$ cat src/ccp_pkg.sv
// shared constants and types for the coulomb counter current path
package ccp_pkg;

  // ****************************************
  // clock and timing
  // ****************************************
  localparam int CLK_FREQ_HZ = 100_000_000;
  localparam int CONV_PERIOD_MS = 878;
  localparam int CONV_PERIOD_CYC = CONV_PERIOD_MS * (CLK_FREQ_HZ / 1000);
  localparam int OFFSET_EVERY = 1024;
  localparam int CNT_W = 10;

  // ****************************************
  // data widths
  // ****************************************
  localparam int SAMPLE_W = 16;
  localparam int CUR_W = 16;
  localparam int ACR_W = 16;
  localparam int FRAC_W = 14;
  localparam int BIAS_W = 8;

  // ****************************************
  // scaling and thresholds (current lsb 1.5625 uV)
  // ****************************************
  localparam int CUR_LSB_PV = 1_562_500;
  localparam int CHG_BLANK_UV = 100;
  localparam int DIS_BLANK_UV = 25;
  localparam int CHG_BLANK_LSB = CHG_BLANK_UV * 1_000_000 / CUR_LSB_PV;
  localparam int DIS_BLANK_LSB = DIS_BLANK_UV * 1_000_000 / CUR_LSB_PV;
  localparam logic [BIAS_W-1:0] ABR_USED_MASK = 8'hFC;
  localparam logic [CUR_W-1:0] CUR_MAX = 16'h7FFF;
  localparam logic [CUR_W-1:0] CUR_MIN = 16'h8000;
  localparam logic [ACR_W-1:0] ACR_MAX = 16'hFFFF;
  localparam logic [ACR_W-1:0] ACR_MIN = 16'h0000;

  // ****************************************
  // register map: index, byte address is index times four
  // ****************************************
  localparam logic [7:0] IDX_CONFIG = 8'h01;
  localparam logic [7:0] IDX_CURRENT = 8'h0E;
  localparam logic [7:0] IDX_ACR = 8'h10;
  localparam logic [7:0] IDX_CURRENT_OFFSET_BIAS = 8'h61;
  localparam logic [7:0] IDX_ABR = 8'h62;
  localparam int ADDR_W = 12;
  localparam int CFG_DISCHARGE_BLANK_ENABLE_BIT = 4;
  localparam logic [7:0] CFG_RESET = 8'h10;
  localparam logic [2:0] HSIZE_WORD = 3'h2;

  // ****************************************
  // types
  // ****************************************
  typedef struct packed {
    logic done;
    logic [SAMPLE_W-1:0] data;
  } ccp_conv_res_t;

  typedef enum logic [1:0] {
    CCP_IDLE = 2'h0,
    CCP_MEAS = 2'h1,
    CCP_OFFS = 2'h3
  } ccp_state_t;

endpackage : ccp_pkg

$ cat src/ccp_core.sv
// coulomb counter current path with ahb-lite register slave
//
// Overview of operation
// [RULE1] report positive current when sense input lies below ground
// [RULE2] refresh current once per 878 ms period with the period average
// [RULE3] clamp current result at 7FFFh on charge overflow
// [RULE4] clamp current result at 8000h on discharge underflow
// [RULE5] every 1024th conversion measures the converter offset instead
// [RULE6] offset correction applies to the following 1023 measurements
// [RULE7] during offset conversion hold and re-accumulate the previous current
// [RULE8] add signed contribution to the up/down accumulator each period end
// [RULE9] accumulator spans 0 to 409.6 mVh, lsb 6.25 uVh
// [RULE10] hidden fractional accumulator bits, not host accessible
// [RULE11] accumulator clamps at FFFFh and 0000h, never wraps
// [RULE12] host accumulator write clears fractional bits
// [RULE13] host accumulator write starts an immediate offset conversion
// [RULE14] after write, accumulation restarts with the second conversion
// [RULE15] add current offset bias to raw result; reported and accumulated
// [RULE16] offset bias 1.56 uV steps, +198 to -200 uV, next sample
// [RULE17] offset bias volatile two's complement; host rewrites after power-up
// [RULE18] always blank charge currents below 100 uV from accumulation
// [RULE19] blank discharge below 25 uV magnitude only when enable set
// [RULE20] accumulator adds current plus accumulation bias; bias never blanked
// [RULE21] accumulation bias 6.25 uV steps, two low bits ignored
// [RULE22] accumulation bias volatile two's complement; host initialises it
// [RULE23] sleep pauses conversions and keeps the accumulator
// [RULE24] discharge blank enable comes up set after reset
// [RULE25] blanking, bias and saturating add happen in one update step
//
// Decided for this implementation: the AHB-Lite register port and the register offsets.
`timescale 1ns/1ps
module ccp_core
  import ccp_pkg::*;
#(
  parameter int PERIOD_CYC = ccp_pkg::CONV_PERIOD_CYC
) (
  // clock and reset
  input wire logic hclk,
  input wire logic hresetn,
  // ahb-lite slave
  input wire logic hsel,
  input wire logic [ccp_pkg::ADDR_W-1:0] haddr,
  input wire logic [1:0] htrans,
  input wire logic hwrite,
  input wire logic [2:0] hsize,
  input wire logic [31:0] hwdata,
  input wire logic hready,
  output logic hreadyout,
  output logic hresp,
  output logic [31:0] hrdata,
  // current converter
  output logic conv_start,
  output logic conv_offset,
  input wire ccp_pkg::ccp_conv_res_t conv_res,
  // power mode pin
  input wire logic sleep_req
);
  import ccp_pkg::*;

  // ****************************************
  // declarations
  // ****************************************
  ccp_state_t state;
  logic asleep;
  logic [31:0] period_cnt;
  logic tick;
  logic tick_pend;
  logic pend_off;
  logic skip_acc;
  logic discard;
  logic [CNT_W-1:0] conv_cnt;
  logic [SAMPLE_W-1:0] offset_corr;
  logic [CUR_W-1:0] current;
  logic [ACR_W-1:0] charge_accumulator;
  logic [FRAC_W-1:0] frac;
  logic [BIAS_W-1:0] current_offset_bias;
  logic [BIAS_W-1:0] accumulation_bias;
  logic [7:0] config_reg;
  logic dp_read;
  logic dp_write;
  logic dp_ok;
  logic [7:0] dp_idx;
  logic rd_ready;

  // ****************************************
  // bus decode
  // ****************************************
  wire ap_valid = hsel && htrans[1] && hready;
  wire ap_ok = (haddr[1:0] == 2'h0) && (haddr[ADDR_W-1:10] == '0) && (hsize == HSIZE_WORD);
  wire wr_en = dp_write && hready && dp_ok;
  wire acr_wr = wr_en && (dp_idx == IDX_ACR);
  wire current_offset_bias_wr = wr_en && (dp_idx == IDX_CURRENT_OFFSET_BIAS);
  wire abr_wr = wr_en && (dp_idx == IDX_ABR);
  wire cfg_wr = wr_en && (dp_idx == IDX_CONFIG);
  wire discharge_blank_enable = config_reg[CFG_DISCHARGE_BLANK_ENABLE_BIT];
  wire [31:0] rd_mux =
    !dp_ok ? 32'h0000_0000 :
    (dp_idx == IDX_CONFIG) ? {24'h00_0000, config_reg} :
    (dp_idx == IDX_CURRENT) ? {16'h0000, current} :
    (dp_idx == IDX_ACR) ? {16'h0000, charge_accumulator} :
    (dp_idx == IDX_CURRENT_OFFSET_BIAS) ? {24'h00_0000, current_offset_bias} :
    (dp_idx == IDX_ABR) ? {24'h00_0000, accumulation_bias} : 32'h0000_0000;

  assign hreadyout = !dp_read || rd_ready;
  assign hresp = 1'b0;

  // ****************************************
  // conversion scheduling
  // ****************************************
  wire launch = (state == CCP_IDLE) && !asleep && (pend_off || tick_pend); // [RULE23]
  wire launch_off = pend_off || (conv_cnt == CNT_W'(OFFSET_EVERY - 1)); // [RULE5] [RULE13]
  wire done_ok = conv_res.done && (state != CCP_IDLE);
  wire upd_meas = done_ok && (state == CCP_MEAS) && !discard;
  wire upd_offs = done_ok && (state == CCP_OFFS) && !discard;
  wire acc_upd = upd_meas || (upd_offs && !skip_acc); // [RULE7] [RULE14] [RULE25]

  assign tick = (period_cnt == 32'(PERIOD_CYC - 1)) && !asleep; // [RULE2]

  // ****************************************
  // current result path
  // ****************************************
  wire signed [SAMPLE_W:0] diff =
    $signed({conv_res.data[SAMPLE_W-1], conv_res.data}) -
    $signed({offset_corr[SAMPLE_W-1], offset_corr}); // [RULE6]
  // sense below ground reads as a negative conversion, so negate it
  wire signed [SAMPLE_W+1:0] cur_pre =
    $signed({(SAMPLE_W+2){1'b0}}) - $signed({diff[SAMPLE_W], diff}) +
    $signed({{(SAMPLE_W+2-BIAS_W){current_offset_bias[BIAS_W-1]}}, current_offset_bias}); // [RULE1] [RULE15]
  logic [CUR_W-1:0] cur_sat;
  logic cur_hi;
  logic cur_lo;

  ccp_sat #(
    .IN_W(SAMPLE_W + 2),
    .OUT_W(CUR_W),
    .SIGNED_OUT(1'b1)
  ) u_cur_sat (
    .din(cur_pre),
    .dout(cur_sat),
    .sat_hi(cur_hi),
    .sat_lo(cur_lo)
  ); // [RULE3] [RULE4]

  // ****************************************
  // accumulation path
  // ****************************************
  wire [CUR_W-1:0] meas_val = upd_meas ? cur_sat : current; // [RULE7]
  wire signed [CUR_W-1:0] meas_s = $signed(meas_val);
  wire blank_chg = (meas_s > 0) && (meas_s < CUR_W'(CHG_BLANK_LSB)); // [RULE18]
  wire blank_dis = discharge_blank_enable && (meas_s < 0) && (meas_s > -CUR_W'(DIS_BLANK_LSB)); // [RULE19]
  wire [BIAS_W-1:0] abr_eff = accumulation_bias & ABR_USED_MASK; // [RULE21]
  localparam int ACC_W = ACR_W + FRAC_W + 2;
  wire signed [ACC_W-1:0] meas_ext = (blank_chg || blank_dis) ? '0 :
    $signed({{(ACC_W-CUR_W){meas_val[CUR_W-1]}}, meas_val});
  wire signed [ACC_W-1:0] abr_ext = $signed({{(ACC_W-BIAS_W){abr_eff[BIAS_W-1]}}, abr_eff});
  wire signed [ACC_W-1:0] acc_sum =
    $signed({2'b00, charge_accumulator, frac}) + meas_ext + abr_ext; // [RULE8] [RULE20]
  logic [ACR_W+FRAC_W-1:0] acc_sat;
  logic acc_hi;
  logic acc_lo;

  ccp_sat #(
    .IN_W(ACC_W),
    .OUT_W(ACR_W + FRAC_W),
    .SIGNED_OUT(1'b0)
  ) u_acc_sat (
    .din(acc_sum),
    .dout(acc_sat),
    .sat_hi(acc_hi),
    .sat_lo(acc_lo)
  ); // [RULE11]

  // ****************************************
  // sleep input
  // ****************************************
  ccp_sync u_sleep_sync (
    .hclk(hclk),
    .hresetn(hresetn),
    .din(sleep_req),
    .dout(asleep)
  );

  // ****************************************
  // ahb-lite data phase
  // ****************************************
  always_ff @(posedge hclk or negedge hresetn) begin
    if (!hresetn) begin
      dp_read <= 1'b0;
      dp_write <= 1'b0;
      dp_ok <= 1'b0;
      dp_idx <= 8'h00;
      rd_ready <= 1'b0;
      hrdata <= 32'h0000_0000;
    end else if (hready) begin
      dp_read <= ap_valid && !hwrite;
      dp_write <= ap_valid && hwrite;
      dp_ok <= ap_ok;
      dp_idx <= haddr[9:2];
      rd_ready <= 1'b0;
    end else if (dp_read) begin
      rd_ready <= 1'b1;
      hrdata <= rd_mux;
    end
  end

  // ****************************************
  // host registers
  // ****************************************
  always_ff @(posedge hclk or negedge hresetn) begin
    if (!hresetn) begin
      current_offset_bias <= 8'h00; // [RULE17]
      accumulation_bias <= 8'h00; // [RULE22]
      config_reg <= CFG_RESET; // [RULE24]
    end else begin
      if (current_offset_bias_wr) current_offset_bias <= hwdata[BIAS_W-1:0]; // [RULE16]
      if (abr_wr) accumulation_bias <= hwdata[BIAS_W-1:0]; // [RULE21]
      if (cfg_wr) config_reg <= hwdata[7:0] & CFG_RESET;
    end
  end

  // ****************************************
  // period divider
  // ****************************************
  always_ff @(posedge hclk or negedge hresetn) begin
    if (!hresetn) begin
      period_cnt <= 32'h0000_0000;
      tick_pend <= 1'b0;
    end else if (acr_wr) begin
      period_cnt <= 32'h0000_0000;
      tick_pend <= 1'b0;
    end else begin
      if (tick) period_cnt <= 32'h0000_0000;
      else if (!asleep) period_cnt <= period_cnt + 32'h0000_0001;
      if (tick) tick_pend <= 1'b1;
      else if (launch) tick_pend <= 1'b0;
    end
  end

  // ****************************************
  // conversion sequencer
  // ****************************************
  always_ff @(posedge hclk or negedge hresetn) begin
    if (!hresetn) begin
      state <= CCP_IDLE;
      conv_cnt <= '0;
      conv_start <= 1'b0;
      conv_offset <= 1'b0;
      skip_acc <= 1'b0;
    end else begin
      conv_start <= launch;
      case (state)
        CCP_IDLE: begin
          if (launch) begin
            state <= launch_off ? CCP_OFFS : CCP_MEAS;
            conv_offset <= launch_off;
            skip_acc <= pend_off; // [RULE14]
            conv_cnt <= launch_off ? '0 : conv_cnt + CNT_W'(1); // [RULE5]
          end
        end
        CCP_MEAS, CCP_OFFS: begin
          if (conv_res.done) state <= CCP_IDLE;
        end
        default: state <= CCP_IDLE;
      endcase
    end
  end

  // ****************************************
  // pending offset and discard flags
  // ****************************************
  always_ff @(posedge hclk or negedge hresetn) begin
    if (!hresetn) begin
      pend_off <= 1'b0;
      discard <= 1'b0;
    end else begin
      if (acr_wr) pend_off <= 1'b1; // [RULE13]
      else if (launch) pend_off <= 1'b0;
      if (acr_wr && (launch || ((state != CCP_IDLE) && !done_ok))) discard <= 1'b1;
      else if (done_ok) discard <= 1'b0;
    end
  end

  // ****************************************
  // results and accumulator
  // ****************************************
  always_ff @(posedge hclk or negedge hresetn) begin
    if (!hresetn) begin
      offset_corr <= '0;
      current <= '0;
    end else begin
      if (upd_offs) offset_corr <= conv_res.data; // [RULE6]
      if (upd_meas) current <= cur_sat; // [RULE2] [RULE15]
    end
  end

  always_ff @(posedge hclk or negedge hresetn) begin
    if (!hresetn) begin
      charge_accumulator <= ACR_MIN;
      frac <= '0;
    end else if (acr_wr) begin
      charge_accumulator <= hwdata[ACR_W-1:0];
      frac <= '0; // [RULE12]
    end else if (acc_upd) begin
      {charge_accumulator, frac} <= acc_sat; // [RULE8] [RULE9] [RULE10]
    end
  end
endmodule : ccp_core

$ cat src/ccp_sat.sv
// saturating width reduction, signed or unsigned result
`timescale 1ns/1ps
module ccp_sat #(
  parameter int IN_W = 18,
  parameter int OUT_W = 16,
  parameter bit SIGNED_OUT = 1'b1
) (
  // value in
  input wire logic signed [IN_W-1:0] din,
  // clamped value out
  output logic [OUT_W-1:0] dout,
  output logic sat_hi,
  output logic sat_lo
);
  localparam logic signed [IN_W-1:0] HI = SIGNED_OUT ?
    $signed({{(IN_W-OUT_W+1){1'b0}}, {(OUT_W-1){1'b1}}}) :
    $signed({{(IN_W-OUT_W){1'b0}}, {OUT_W{1'b1}}});
  localparam logic signed [IN_W-1:0] LO = SIGNED_OUT ?
    $signed({{(IN_W-OUT_W+1){1'b1}}, {(OUT_W-1){1'b0}}}) :
    $signed({IN_W{1'b0}});

  assign sat_hi = din > HI;
  assign sat_lo = din < LO;
  assign dout = sat_hi ? HI[OUT_W-1:0] : (sat_lo ? LO[OUT_W-1:0] : din[OUT_W-1:0]);
endmodule : ccp_sat

$ cat src/ccp_sync.sv
// two flip-flop synchroniser for one level
`timescale 1ns/1ps
module ccp_sync (
  // clock and reset
  input wire logic hclk,
  input wire logic hresetn,
  // level in and out
  input wire logic din,
  output logic dout
);
  logic meta;

  always_ff @(posedge hclk or negedge hresetn) begin
    if (!hresetn) begin
      meta <= 1'b0;
      dout <= 1'b0;
    end else begin
      meta <= din;
      dout <= meta;
    end
  end
endmodule : ccp_sync

$ cat config.mk
export PLATFORM = sky130hd
export DESIGN_NAME = ccp_core
export DESIGN_NICKNAME = d
export VERILOG_FILES = /design/src/ccp_pkg.sv /design/src/ccp_core.sv /design/src/ccp_sat.sv /design/src/ccp_sync.sv
export SDC_FILE = /design/constraint.sdc
export NUM_CORES = 1
export LEC_CHECK = 0
export ABC_CLOCK_PERIOD_IN_PS = 12700
export BUFFER_PORTS_ARGS = -buffer_cell sky130_fd_sc_hd__buf_2
export CORE_ASPECT_RATIO = 0.7
export CORE_UTILIZATION = 50
export DETAILED_ROUTE_END_ITERATION = 12
export PLACE_DENSITY = 0.69
export SLEW_MARGIN = 25
export SYNTH_ARGS = -nofsm -noshare
export SYNTH_HDL_FRONTEND = slang
export SYNTH_HIERARCHICAL = 1
export SYNTH_SLANG_ARGS = --single-unit
$ cat constraint.sdc
create_clock -name hclk -period 12.7 [get_ports hclk]
set_clock_uncertainty 0.2 [all_clocks]
set_input_delay 1.905 -clock hclk [delete_from_list [all_inputs] [get_ports hclk]]
set_output_delay 1.905 -clock hclk [all_outputs]
set_load 0.005 [all_outputs]
# Word-level counts from Yosys, hierarchy flattened
# Index checks and enable logic that the tools add are counted.
totals:
  register_bits: 175
classes:
  magnitude_cmp: 8
  eq_ne: 13
  n_addsub: 7
  bitwise: 1
  reduce_logical: 51
  muxes: 32
op_table:
  columns: ["cell", "n"]
  rows:
  - ["$mux W16", 9]
  - ["$mux W32", 4]
  - ["$mux W30", 2]
  - ["$add A31 B32 Y32", 1]
  - ["$add A32 B1 Y32 const B", 1]
  - ["$add A32 B8 Y32", 1]
  - ["$eq A32 B27 Y1 const B", 1]
  - ["$gt A32 B31 Y1 const B", 1]
  - ["$lt A32 B1 Y1 const B", 1]
  - ["$mux W14", 2]
  - ["$logic_and A1 B1 Y1", 26]
  - ["$add A18 B8 Y18", 1]
  - ["$gt A18 B16 Y1 const B", 1]
  - ["$lt A18 B16 Y1 const B", 1]
  - ["$sub A1 B17 Y18 const A", 1]
  - ["$sub A16 B16 Y17", 1]
  - ["$eq A8 B7 Y1 const B", 2]
  - ["$gt A16 B1 Y1 const B", 1]
  - ["$gt A16 B5 Y1 const B", 1]
  - ["$lt A16 B1 Y1 const B", 1]
  - ["$lt A16 B8 Y1 const B", 1]
  - ["$mux W8", 2]
  - ["$add A10 B1 Y10 const B", 1]
  - ["$eq A10 B10 Y1 const B", 1]
  - ["other kinds (20)", 48]

# Logic depth before layout (Yosys ltp)
# Gate-level depths: netlist (run 1).
depth:
  ltp_word: 19
  ltp_mapped: 35

# Modules after synthesis
# Netlist (run 1), hierarchy kept.
modules_own_cells:
  columns: ["module", "cells_each", "area_each_um2", "instances", "seq_area_each_um2"]
  rows:
  - ["ccp_core", 1220, 11250.8, 1, 3930.0]
  - ["ccp_sat (u_cur_sat)", 57, 442.9, 1, 0.0]
  - ["ccp_sat (u_acc_sat)", 38, 362.8, 1, 0.0]
  - ["ccp_sync", 2, 50.0, 1, 50.0]

# Least setup slack after synthesis (run 1)
# No wires, ideal clock.
synth_path:
  path_kind: "input port to flip-flop"
  start: "input port conv_res[1] in the netlist's numbering"
  end: "register charge_accumulator[12]"
  slack_ps: 3230
  cell_stages: 31
  arrival_ps: 9134
  setup_ps: 135
  path_cell_list: "fa_1 > inv_1 > ha_1 > a211oi_1 > o211ai_1 > a221o_1 > a41oi_1 > nor3_1 > o22ai_1 > buf_6 > a21boi_2 > o22ai_1 > or4_1 > nand4_1 > a2111oi_1 > nand3_1 > nand2_1 > inv_1 > fa_1 > ha_1 > clkbuf_1 > a21o_1 > a31o_2 > nor2_1 > a31oi_1 > o21ai_0 > o311ai_0 > buf_2 > o21ba_2 > mux2i_1 > o21ai_0"
synth_between:
  elab_chain_cells: 19
synth_lines:
  columns: ["element", "line", "text"]
  rows:
  - ["from (decl)", "ccp_core.sv:54", "input wire ccp_pkg::ccp_conv_res_t conv_res,"]
  - ["$sub A16 B16 Y17 (*)", "ccp_core.sv:123", "$signed({conv_res.data[SAMPLE_W-1], conv_res.data}) -"]
  - ["$sub A1 B17 Y18 (*)", "ccp_core.sv:127", "$signed({(SAMPLE_W+2){1'b0}}) - $signed({diff[SAMPLE_W], diff}) +"]
  - ["$add A18 B8 Y18 (*)", "ccp_core.sv:127", null]
  - ["named net cur_pre[17]", "ccp_core.sv:126", "wire signed [SAMPLE_W+1:0] cur_pre ="]
  - ["$lt A18 B16 Y1", "ccp_sat.sv:23", "assign sat_lo = din < LO;"]
  - ["$mux W16", "ccp_sat.sv:24", "assign dout = sat_hi ? HI[OUT_W-1:0] : (sat_lo ? LO[OUT_W-1:0] : din[OUT_W-1:0]);"]
  - ["$mux W16 (*)", "ccp_sat.sv:24", null]
  - ["named net cur_sat[3]", "ccp_core.sv:129", "logic [CUR_W-1:0] cur_sat;"]
  - ["[... 7 more ...]", null, null]
  - ["$add A32 B8 Y32 (*)", "ccp_core.sv:157", "$signed({2'b00, charge_accumulator, frac}) + meas_ext + abr_ext;"]
  - ["named net acc_sum[31]", "ccp_core.sv:156", "wire signed [ACC_W-1:0] acc_sum ="]
  - ["$lt A32 B1 Y1", "ccp_sat.sv:23", null]
  - ["$mux W30", "ccp_sat.sv:24", null]
  - ["$mux W30 (*)", "ccp_sat.sv:24", null]
  - ["named net acc_sat[26]", "ccp_core.sv:158", "logic [ACR_W+FRAC_W-1:0] acc_sat;"]
  - ["$mux W16 (*)", "ccp_core.sv:303", "end else if (acc_upd) begin"]
  - ["$mux W16 (*)", "ccp_core.sv:300", "end else if (acr_wr) begin"]
  - ["to (signal assigned)", "ccp_core.sv:301", "charge_accumulator <= hwdata[ACR_W-1:0];"]
  - ["to (signal assigned)", "ccp_core.sv:304", "{charge_accumulator, frac} <= acc_sat;"]
  - ["to (decl)", "ccp_core.sv:74", "logic [ACR_W-1:0] charge_accumulator;"]
# Mark *: on every way through the listed nets, which the timed path passes. The rest lies on a longest branch. The select of a mux whose other input is x is not followed.
# A chain may end at the register's enable or synchronous reset.

# Worst setup path in the final report (run 1)
layout_path:
  start: "input port conv_res[1] in the netlist's numbering"
  end: "register charge_accumulator[11]"
# The elaborated chain is that of the path after synthesis.

==> metrics.md, run 1 <==
| Metric | Value |
|---|---|
| Layout Cells excl Fill | `1691` |
| Die width | `188 um` |
| TritonCTS clock tree | `done` |
| Clk slew on worst S/H paths | `70 ps` |
| PostCTS Resize Cnt | `0` |
| DRC viols | `0` |
| I/O pin total | `108` |
| Worst setup path class | `in2reg` |
| Initial core utilization | `0.510` |
| Max Cap Viol | `0` |
| Die area | `approximately 25000 sq um` |
| CP Max Fanout | `31` |
| Fmax | `94.2 MHz` |
| Final hold vios | `0` |
| Most common cell after layout, fill and taps aside | `dfrtp_1` |
| Diodes inserted | `0` |
| YS warnings | `6` |
| Clock Path Buffers | `2` |
| Placer Congestion | `0.911` |
| Largest net degree at the start of global routing | `81` |
| Core footprint | `23700 sq um` |
| Max FFs per register | `32` |
| First-pass GRT wire length | `48900 um` |
| Post-DRT Antenna Nets | `0` |
| Root buf cell | `clkbuf_16` |
| Total Routed Length | `29700 um` |
| Vias per cell | `5.78` |
| Fraction of layout cells with a size suffix above 1 | `0.171` |
| Max H-tree Level | `4` |
| Final setup viols | `0` |
| DRT iter0 DRCs | `around 1100` |
| Postcts setup bufs | `0` |
| Hold crit path type | `reg2reg` |
| Clock sink count | `159` |
| Input/output buffers | `73` |
| Slowest-stage cell, CP | `o311ai_4` |
| Post-DR wirelength/cell | `17.5 um` |
| Relative slew slack | `0.378` |
| Cts hold-fix bufs | `0` |
| Setup TNS | `0 ps` |
| Total track usage | `0.248` |
| Layout area overhead | `8.88%` |
| TritonCTS Buffers | `17` |
| Worst-skew pair later-pin latency | `440 ps` |
| Delay of the slowest cell on the worst path | `roughly 680 ps` |
| Period utilization | `0.836` |
| Biggest register | `period_cnt` |
| Vias | `9766` |
| RSZ-0062 raised after global routing | `no` |
| Die Ht | `between 100 and 150 um` |
| DP Worst Slack | `roughly 1800 ps` |
| Period minus WS final | `around 11000 ps` |
| P_leak | `6.12 nW` |
| Hold_ws | `151 ps` |
| Most frequent cells in the layout | `dfrtp_1, nand2_1, inv_1, nor2_1, o21ai_0` |
| Initial antenna violation count | `0` |
| Site row count | `47` |
| Status | `finished, final reports clean` |
| Via count of the first global-routing pass | `9129` |
| Syn Area/Cell | `9.21 sq um` |
| Worst-Margin Slew | `926 ps` |
| Final Util | `0.555` |
| Maximum vdd drop | `0.163 mV` |
| Cells after DPL | `1659` |
| Aggregate global routing overflow | `0` |
| Final Worst Setup Slack | `around 2100 ps` |
| Critical Path AT | `roughly 11000 ps` |
| Dpl hpwl | `22100 um` |
| Pwr dens | `219 nW/um^2` |
| CP Launch Type | `primary input` |
| Worst setup EP type | `flop` |
| Mapped Area | `12100 sq um` |
| Pre-antenna DRT Iters | `5` |
| Slew Limit Fails | `0` |
| Nets | `1531` |
| CP Data Required Time | `12770 ps` |
| Cells after Synth | `approximately 1300` |
## critical path, delay by kind of cell
kind | cells | cell delay (ps)
AOI/OAI and AO/OA | 15 | 3900
adders and majority gates | 4 | 1900
and+or+nand+nor | 6 | 1440
buffers and inverters | 5 | 1410
muxes | 1 | 110
## power by group
part	internal, mW	switching, mW	total [mW]
Sequential	0.602	0.0971	0.699
Clock	0.280	0.233	0.513
Combinational	0.717	0.955	1.67
Total	1.60	1.29	2.88
## through the flow
| stage | total power [mW] | instance area, sq um |
|---|---|---|
| 6_report | 2.88 | 13200 |
| 5_1_grt | 3.11 | 13200 |
| 4_1_cts | 2.86 | 13100 |
| 3_5_place_dp | 2.33 | 12600 |
| 3_3_place_gp | 2.29 | 12600 |
| 2_1_floorplan | 1.98 | 12100 |
## path summary, 6_finish.rpt
path / slack (ps) / depth (start not counted) / startpoint / endpoint
hold / removal: 150 / 0 / u_sleep_sync/meta / u_sleep_sync/dout
max in group asynchronous: 9770 / 2 / hresetn / frac[4]
hold reg to reg: 150 / 0 / u_sleep_sync/meta / u_sleep_sync/dout
min in group asynchronous: 1330 / 1 / hresetn / offset_corr[12]
setup reg to reg: 3250 / 31 / current_offset_bias[7] / charge_accumulator[11]
setup / recovery: 2080 / 31 / conv_res[1] / charge_accumulator[11]
## area by class of cell
type	count	area, sq um
tap	318	398
sequential	159	3980
timing repair buffer	83	458
clock buffer	20	447
clock inverter	12	121
inverter	110	413
fill	2144	10500
multi-input combinational	989	7330
## metal layers
metal,share of wire,GRT usage,wire length [um]
met1,0.50,0.379,14800
met2,0.42,0.359,12400
met3,0.072,0.0588,2150
met4,0.0083,0.0434,246
met5,0,0,0
Power figures use the tool's default switching activity.
==> run 2: changes to the inputs <==
Settings changed: ABC_CLOCK_PERIOD_IN_PS 12700 to 10400.
Clock period 12.7 ns to 10.4 ns, I/O delays scaled along.
==> run 2 against run 1 <==
Sequential power grew 22%. Setup slack lost 1100 ps. Register-to-register slack worse by 1500 ps. Combinational power is 26% higher. Clock-buffer cell count down 1. Die area unchanged. Cell area increased by 1.2%. Clock power increased by 26%. Critical path type unchanged. Critical endpoint unchanged.
==> metrics.md, run 2 (same netlist as run 1, synthesis figures left out) <==
| Metric | Value |
|---|---|
| Max H-tree Level | `4` |
| Layout area overhead | `10.2%` |
| DRC viols | `0` |
| Clk slew on worst S/H paths | `70 ps` |
| Reg2reg path depth | `30` |
| Relative slew slack | `0.379` |
| Cts hold-fix bufs | `0` |
| Root buf cell | `clkbuf_16` |
| Worst setup EP type | `flop` |
| Fraction of layout cells with a size suffix above 1 | `0.180` |
| CP Buf/Inv Count | `4` |
| Final hold vios | `0` |
| Slowest-stage cell, CP | `fa_1` |
| Worst-Margin Slew | `924 ps` |
| Total Routed Length | `29900 um` |
| Period minus WS final | `9430 ps` |
| PostCTS Resize Cnt | `0` |
| Maximum vdd drop | `~0.20 mV` |
| CP Max Fanout | `31` |
| DP Worst Slack | `619 ps` |
| Site row count | `47` |
| Nets | `1546` |
| Worst-skew pair later-pin latency | `about 440 ps` |
| Post-DR wirelength/cell | `17.5 um` |
| Most frequent cells in the layout | `dfrtp_1, nand2_1, inv_1, nor2_1, o21ai_0` |
| Min-Delay Path Depth | `0` |
| Via count of the first global-routing pass | `9409` |
| Pwr dens | `roughly 270 nW/um^2` |
| TritonCTS clock tree | `done` |
| I/O pin total | `around 110` |
| Delay of the slowest cell on the worst path | `590 ps` |
| Layout Cells excl Fill | `1706` |
| Initial antenna violation count | `0` |
| Largest net degree at the start of global routing | `101` |
| Aggregate global routing overflow | `0` |
| Clock sink count | `~160` |
| Final setup viols | `0` |
| Placer Congestion | `0.901` |
| Most common cell after layout, fill and taps aside | `dfrtp_1` |
| Max Cap Viol | `0` |
| Pre-antenna DRT Iters | `5` |
| Die area | `24800 sq um` |
| Status | `finished, final reports clean` |
| TritonCTS Buffers | `17` |
| Cells after DPL | `1674` |
| Most common cell on crit path | `fa_1` |
| Initial core utilization | `0.510` |
| First-pass GRT wire length | `50300 um` |
| Period utilization | `0.906` |
| Input/output buffers | `73` |
| Vias | `9827` |
| CP Data Required Time | `10480 ps` |
| P_leak | `6.21 nW` |
| Final Worst Setup Slack | `974 ps` |
| RSZ-0062 raised after global routing | `no` |
| Dpl hpwl | `roughly 22000 um` |
| Diodes inserted | `0` |
| CP Launch Type | `primary input` |
| Die width | `188 um` |
| Clock Path Buffers | `2` |
| Max FFs per register | `32` |
| DRT iter0 DRCs | `839` |
| Core footprint | `23700 sq um` |
| Top cell family by delay on the critical path | `compound AO/OA/AOI/OAI gates` |
| Total track usage | `0.254` |
| Biggest register | `period_cnt` |
| Postcts setup bufs | `0` |
| Hold crit path type | `reg2reg` |
| Vias per cell | `roughly 5.8` |
| Critical Path AT | `9510 ps` |
| Post-DRT Antenna Nets | `0` |
| Slew Limit Fails | `0` |
| Fmax | `106 MHz` |
| WP depth | `30` |
| Setup TNS | `0 ps` |
| Die Ht | `between 100 and 150 um` |
| Worst setup path class | `in2reg` |
| Fillcell total | `2117` |
[run 2: changes by cell type in the layout (fill, tap and decap cells not counted), sizes merged]
cell,previous run,this run
clkinv,2,3
bufinv,1,2
buf,83,97
clkinvlp,2,1
[run 2: metrics by stage]
step | power, mW | hold slack (ps) | util | instance area [sq um]
after floorplan | 2.42 | 131 | - | 12100
after global placement | 2.88 | 138 | 0.537 | 12700
after detailed placement | 2.92 | 149 | 0.537 | 12700
after CTS | 3.58 | 165 | 0.561 | 13300
after global routing | 3.88 | 180 | 0.562 | 13300
final | 3.60 | 158 | 0.562 | 13300
[run 2: area by class of cell]
class / instances / area [sq um] / share of cell area
flip-flops and latches: 159 / 3980 / 0.299
multi-input cells: 989 / 7320 / 0.550
clock buffers: 19 / 433 / 0.0325
clock inverters: 13 / 149 / 0.0112
repair buffers: 98 / 612 / 0.0460
well taps: 318 / 398 / 0.0299
inverters: 110 / 413 / 0.0310
[run 2: layer usage]
| metal | share of wire | GRT usage |
|---|---|---|
| met1 | 0.51 | 0.399 |
| met2 | 0.42 | 0.365 |
| met5 | 0 | 0 |
| met4 | 0.0067 | 0.0420 |
| met3 | 0.065 | 0.0474 |
[run 2: worst paths after layout]
path | startpoint | end | slack [ps]
max | conv_res[1] | charge_accumulator[11] | 970
min in group asynchronous | hresetn | offset_corr[15] | 1020
max reg2reg | current_offset_bias[1] | charge_accumulator[11] | 1780
min reg2reg | u_sleep_sync/meta | u_sleep_sync/dout | 160
min | u_sleep_sync/meta | u_sleep_sync/dout | 160
max in group asynchronous | hresetn | offset_corr[2] | 7700
[run 2: where the power goes]
group          switching [mW]  internal, mW  leakage (nW)
clock                   0.284         0.360         0.287
sequential              0.118         0.735          2.05
combinational            1.17         0.938          3.87
==> run 3: changes to the inputs <==
Settings changed: CTS_BUF_LIST from default to sky130_fd_sc_hd__clkbuf_4.
==> run 3 against run 2 <==
First-iteration DRC count rose by 1.2%. Clock-buffer cell count stayed put. Clock power down 37%. Combinational power about the same. Cell count is the same. Non-clock buffer count stayed put. Die area unchanged. Flip-flop and latch count is the same. Sequential share of layout area rose by 0.67 points. Core utilization is 1.2 points lower. Critical endpoint unchanged.
==> metrics.md, run 3 (same netlist as run 1, synthesis figures left out) <==
| Metric | Value |
|---|---|
| Clk slew on worst S/H paths | `between 150 and 200 ps` |
| Aggregate global routing overflow | `0` |
| Worst setup EP type | `flop` |
| Via count of the first global-routing pass | `9381` |
| Setup TNS | `0 ps` |
| Max Cap Viol | `0` |
| Core footprint | `about 24000 sq um` |
| Hold_ws | `178 ps` |
| Hold crit path type | `reg2reg` |
| Sw frac | `0.458` |
| Dpl hpwl | `22300 um` |
| Worst setup path class | `in2reg` |
| PostCTS Resize Cnt | `0` |
| Clock Path Buffers | `2` |
| Global routing's busiest layer | `met1` |
| Die Ht | `132 um` |
| Diodes inserted | `0` |
| P_int | `around 1.8 mW` |
| Fmax | `108 MHz` |
| TritonCTS clock tree | `done` |
| First-pass GRT wire length | `between 40000 and 50000 um` |
| Max FFs per register | `32` |
| Vias per cell | `5.75` |
| DRT iter0 DRCs | `roughly 850` |
| Clock power share | `0.121` |
| Total track usage | `0.251` |
| Met1 GRT Util | `0.396` |
| DRC viols | `0` |
| Max H-tree Level | `4` |
| Final hold vios | `0` |
| Total Routed Length | `slightly below 30000 um` |
| Most frequent cells in the layout | `dfrtp_1, nand2_1, inv_1, nor2_1, o21ai_0` |
| Final setup viols | `0` |
| Biggest register | `period_cnt` |
| TritonCTS Buffers | `17` |
| Switch Pwr | `1.54 mW` |
| CP Buf/Inv Count | `4` |
| P_leak | `6.09 nW` |
| Largest net degree at the start of global routing | `101` |
| CP Launch Type | `primary input` |
| Most common cell on crit path | `fa_1` |
| Initial antenna violation count | `0` |
| Worst-Margin Slew | `924 ps` |
| Global Route met2 Usage | `0.360` |
| Maximum vdd drop | `slightly below 0.2 mV` |
| CP Max Fanout | `31` |
| Nets | `~1500` |
| Clock sink count | `roughly 160` |
| Pre-antenna DRT Iters | `5` |
| CP Data Required Time | `10660 ps` |
| Period minus WS final | `approximately 9300 ps` |
| Relative slew slack | `0.380` |
| Die width | `188 um` |
| Die area | `24800 sq um` |
| Slew Limit Fails | `0` |
| Met3 GRT Util | `0.0468` |
| Final Util | `0.549` |
| Delay of the slowest cell on the worst path | `~600 ps` |
| Part of the power in registers | `0.253` |
| Post-DR wirelength/cell | `17.3 um` |
| Most common cell after layout, fill and taps aside | `dfrtp_1` |
| Status | `finished, final reports clean` |
| Postcts setup bufs | `0` |
| Site row count | `47` |
| Combinational power share | `0.626` |
| Root buf cell | `clkbuf_4` |
| Initial core utilization | `0.510` |
| RSZ-0062 raised after global routing | `no` |
| Slowest-stage cell, CP | `fa_1` |
| Post-DRT Antenna Nets | `0` |
| Top cell family by delay on the critical path | `compound AO/OA/AOI/OAI gates` |
| Vias | `around 9800` |
| Input/output buffers | `73` |
| Fraction of layout cells with a size suffix above 1 | `0.182` |
| Cts hold-fix bufs | `0` |
| Critical Path AT | `around 9500 ps` |
| Pwr dens | `approximately 260 nW/um^2` |
| I/O pin total | `108` |
| Placer Congestion | `0.901` |
| Period utilization | `0.890` |
| Worst-skew pair later-pin latency | `610 ps` |
| Layout area overhead | `7.78%` |
==> run 3: cell counts in the layout (fill, tap and decap cells not counted) <==
No cell type changed its count.
==> run 3: worst register-to-register path, delay by kind of cell (launching register included) <==
kind                       cells  cell delay [ps]
AOI/OAI and AO/OA             16             4400
adders and majority gates      4             1770
and+or+nand+nor                4              690
buffers and inverters          4              570
DFF                            1              440
muxes                          2              420
==> run 3: cell type report <==
type	count	area [sq um]
well taps	318	398
clock buffers	19	143
fillers	2164	10700
multi-input cells	989	7320
clock inverters	13	149
repair buffers	98	612
flip-flops and latches	159	3980
inverters	110	413
==> run 3: power groups by stage <==
stage	logic, mW	registers (mW)	clock network (mW)
after floorplan	1.60	0.821	0
after CTS	2.07	0.851	0.415
after global routing	2.32	0.870	0.439
after detailed placement	2.05	0.862	0
final	2.10	0.851	0.408
after global placement	2.02	0.860	0
==> run 3: routing by layer <==
layer / vias to the layer above / share of wire
met5: - / 0
met4: 0 / 0.0070
met3: 18 / 0.061
met2: 266 / 0.41
met1: 4819 / 0.52
li1: 4713 / -
==> run 3: path summary, 6_finish.rpt <==
check / startpoint / to / slack [ps] / cells after the start
min reg2reg: u_sleep_sync/meta / u_sleep_sync/dout / 180 / 0
min in group asynchronous: hresetn / offset_corr[15] / 830 / 1
max in group asynchronous: hresetn / current_offset_bias[2] / 7880 / 2
max reg2reg: current_offset_bias[1] / charge_accumulator[11] / 1760 / 30
min: u_sleep_sync/meta / u_sleep_sync/dout / 180 / 0
max: conv_res[1] / charge_accumulator[11] / 1140 / 30
==> run 3: metrics by stage <==
step                worst slack (ps)  instances  power (mW)  cell area, sq um
floorplan                       1480       1328        2.42             12100
global placement                 818       1674        2.88             12700
detailed placement               619       1674        2.92             12700
CTS                             1290       1706        3.33             13000
global route                     837       1706        3.63             13000
finish                          1140       1706        3.36             13000
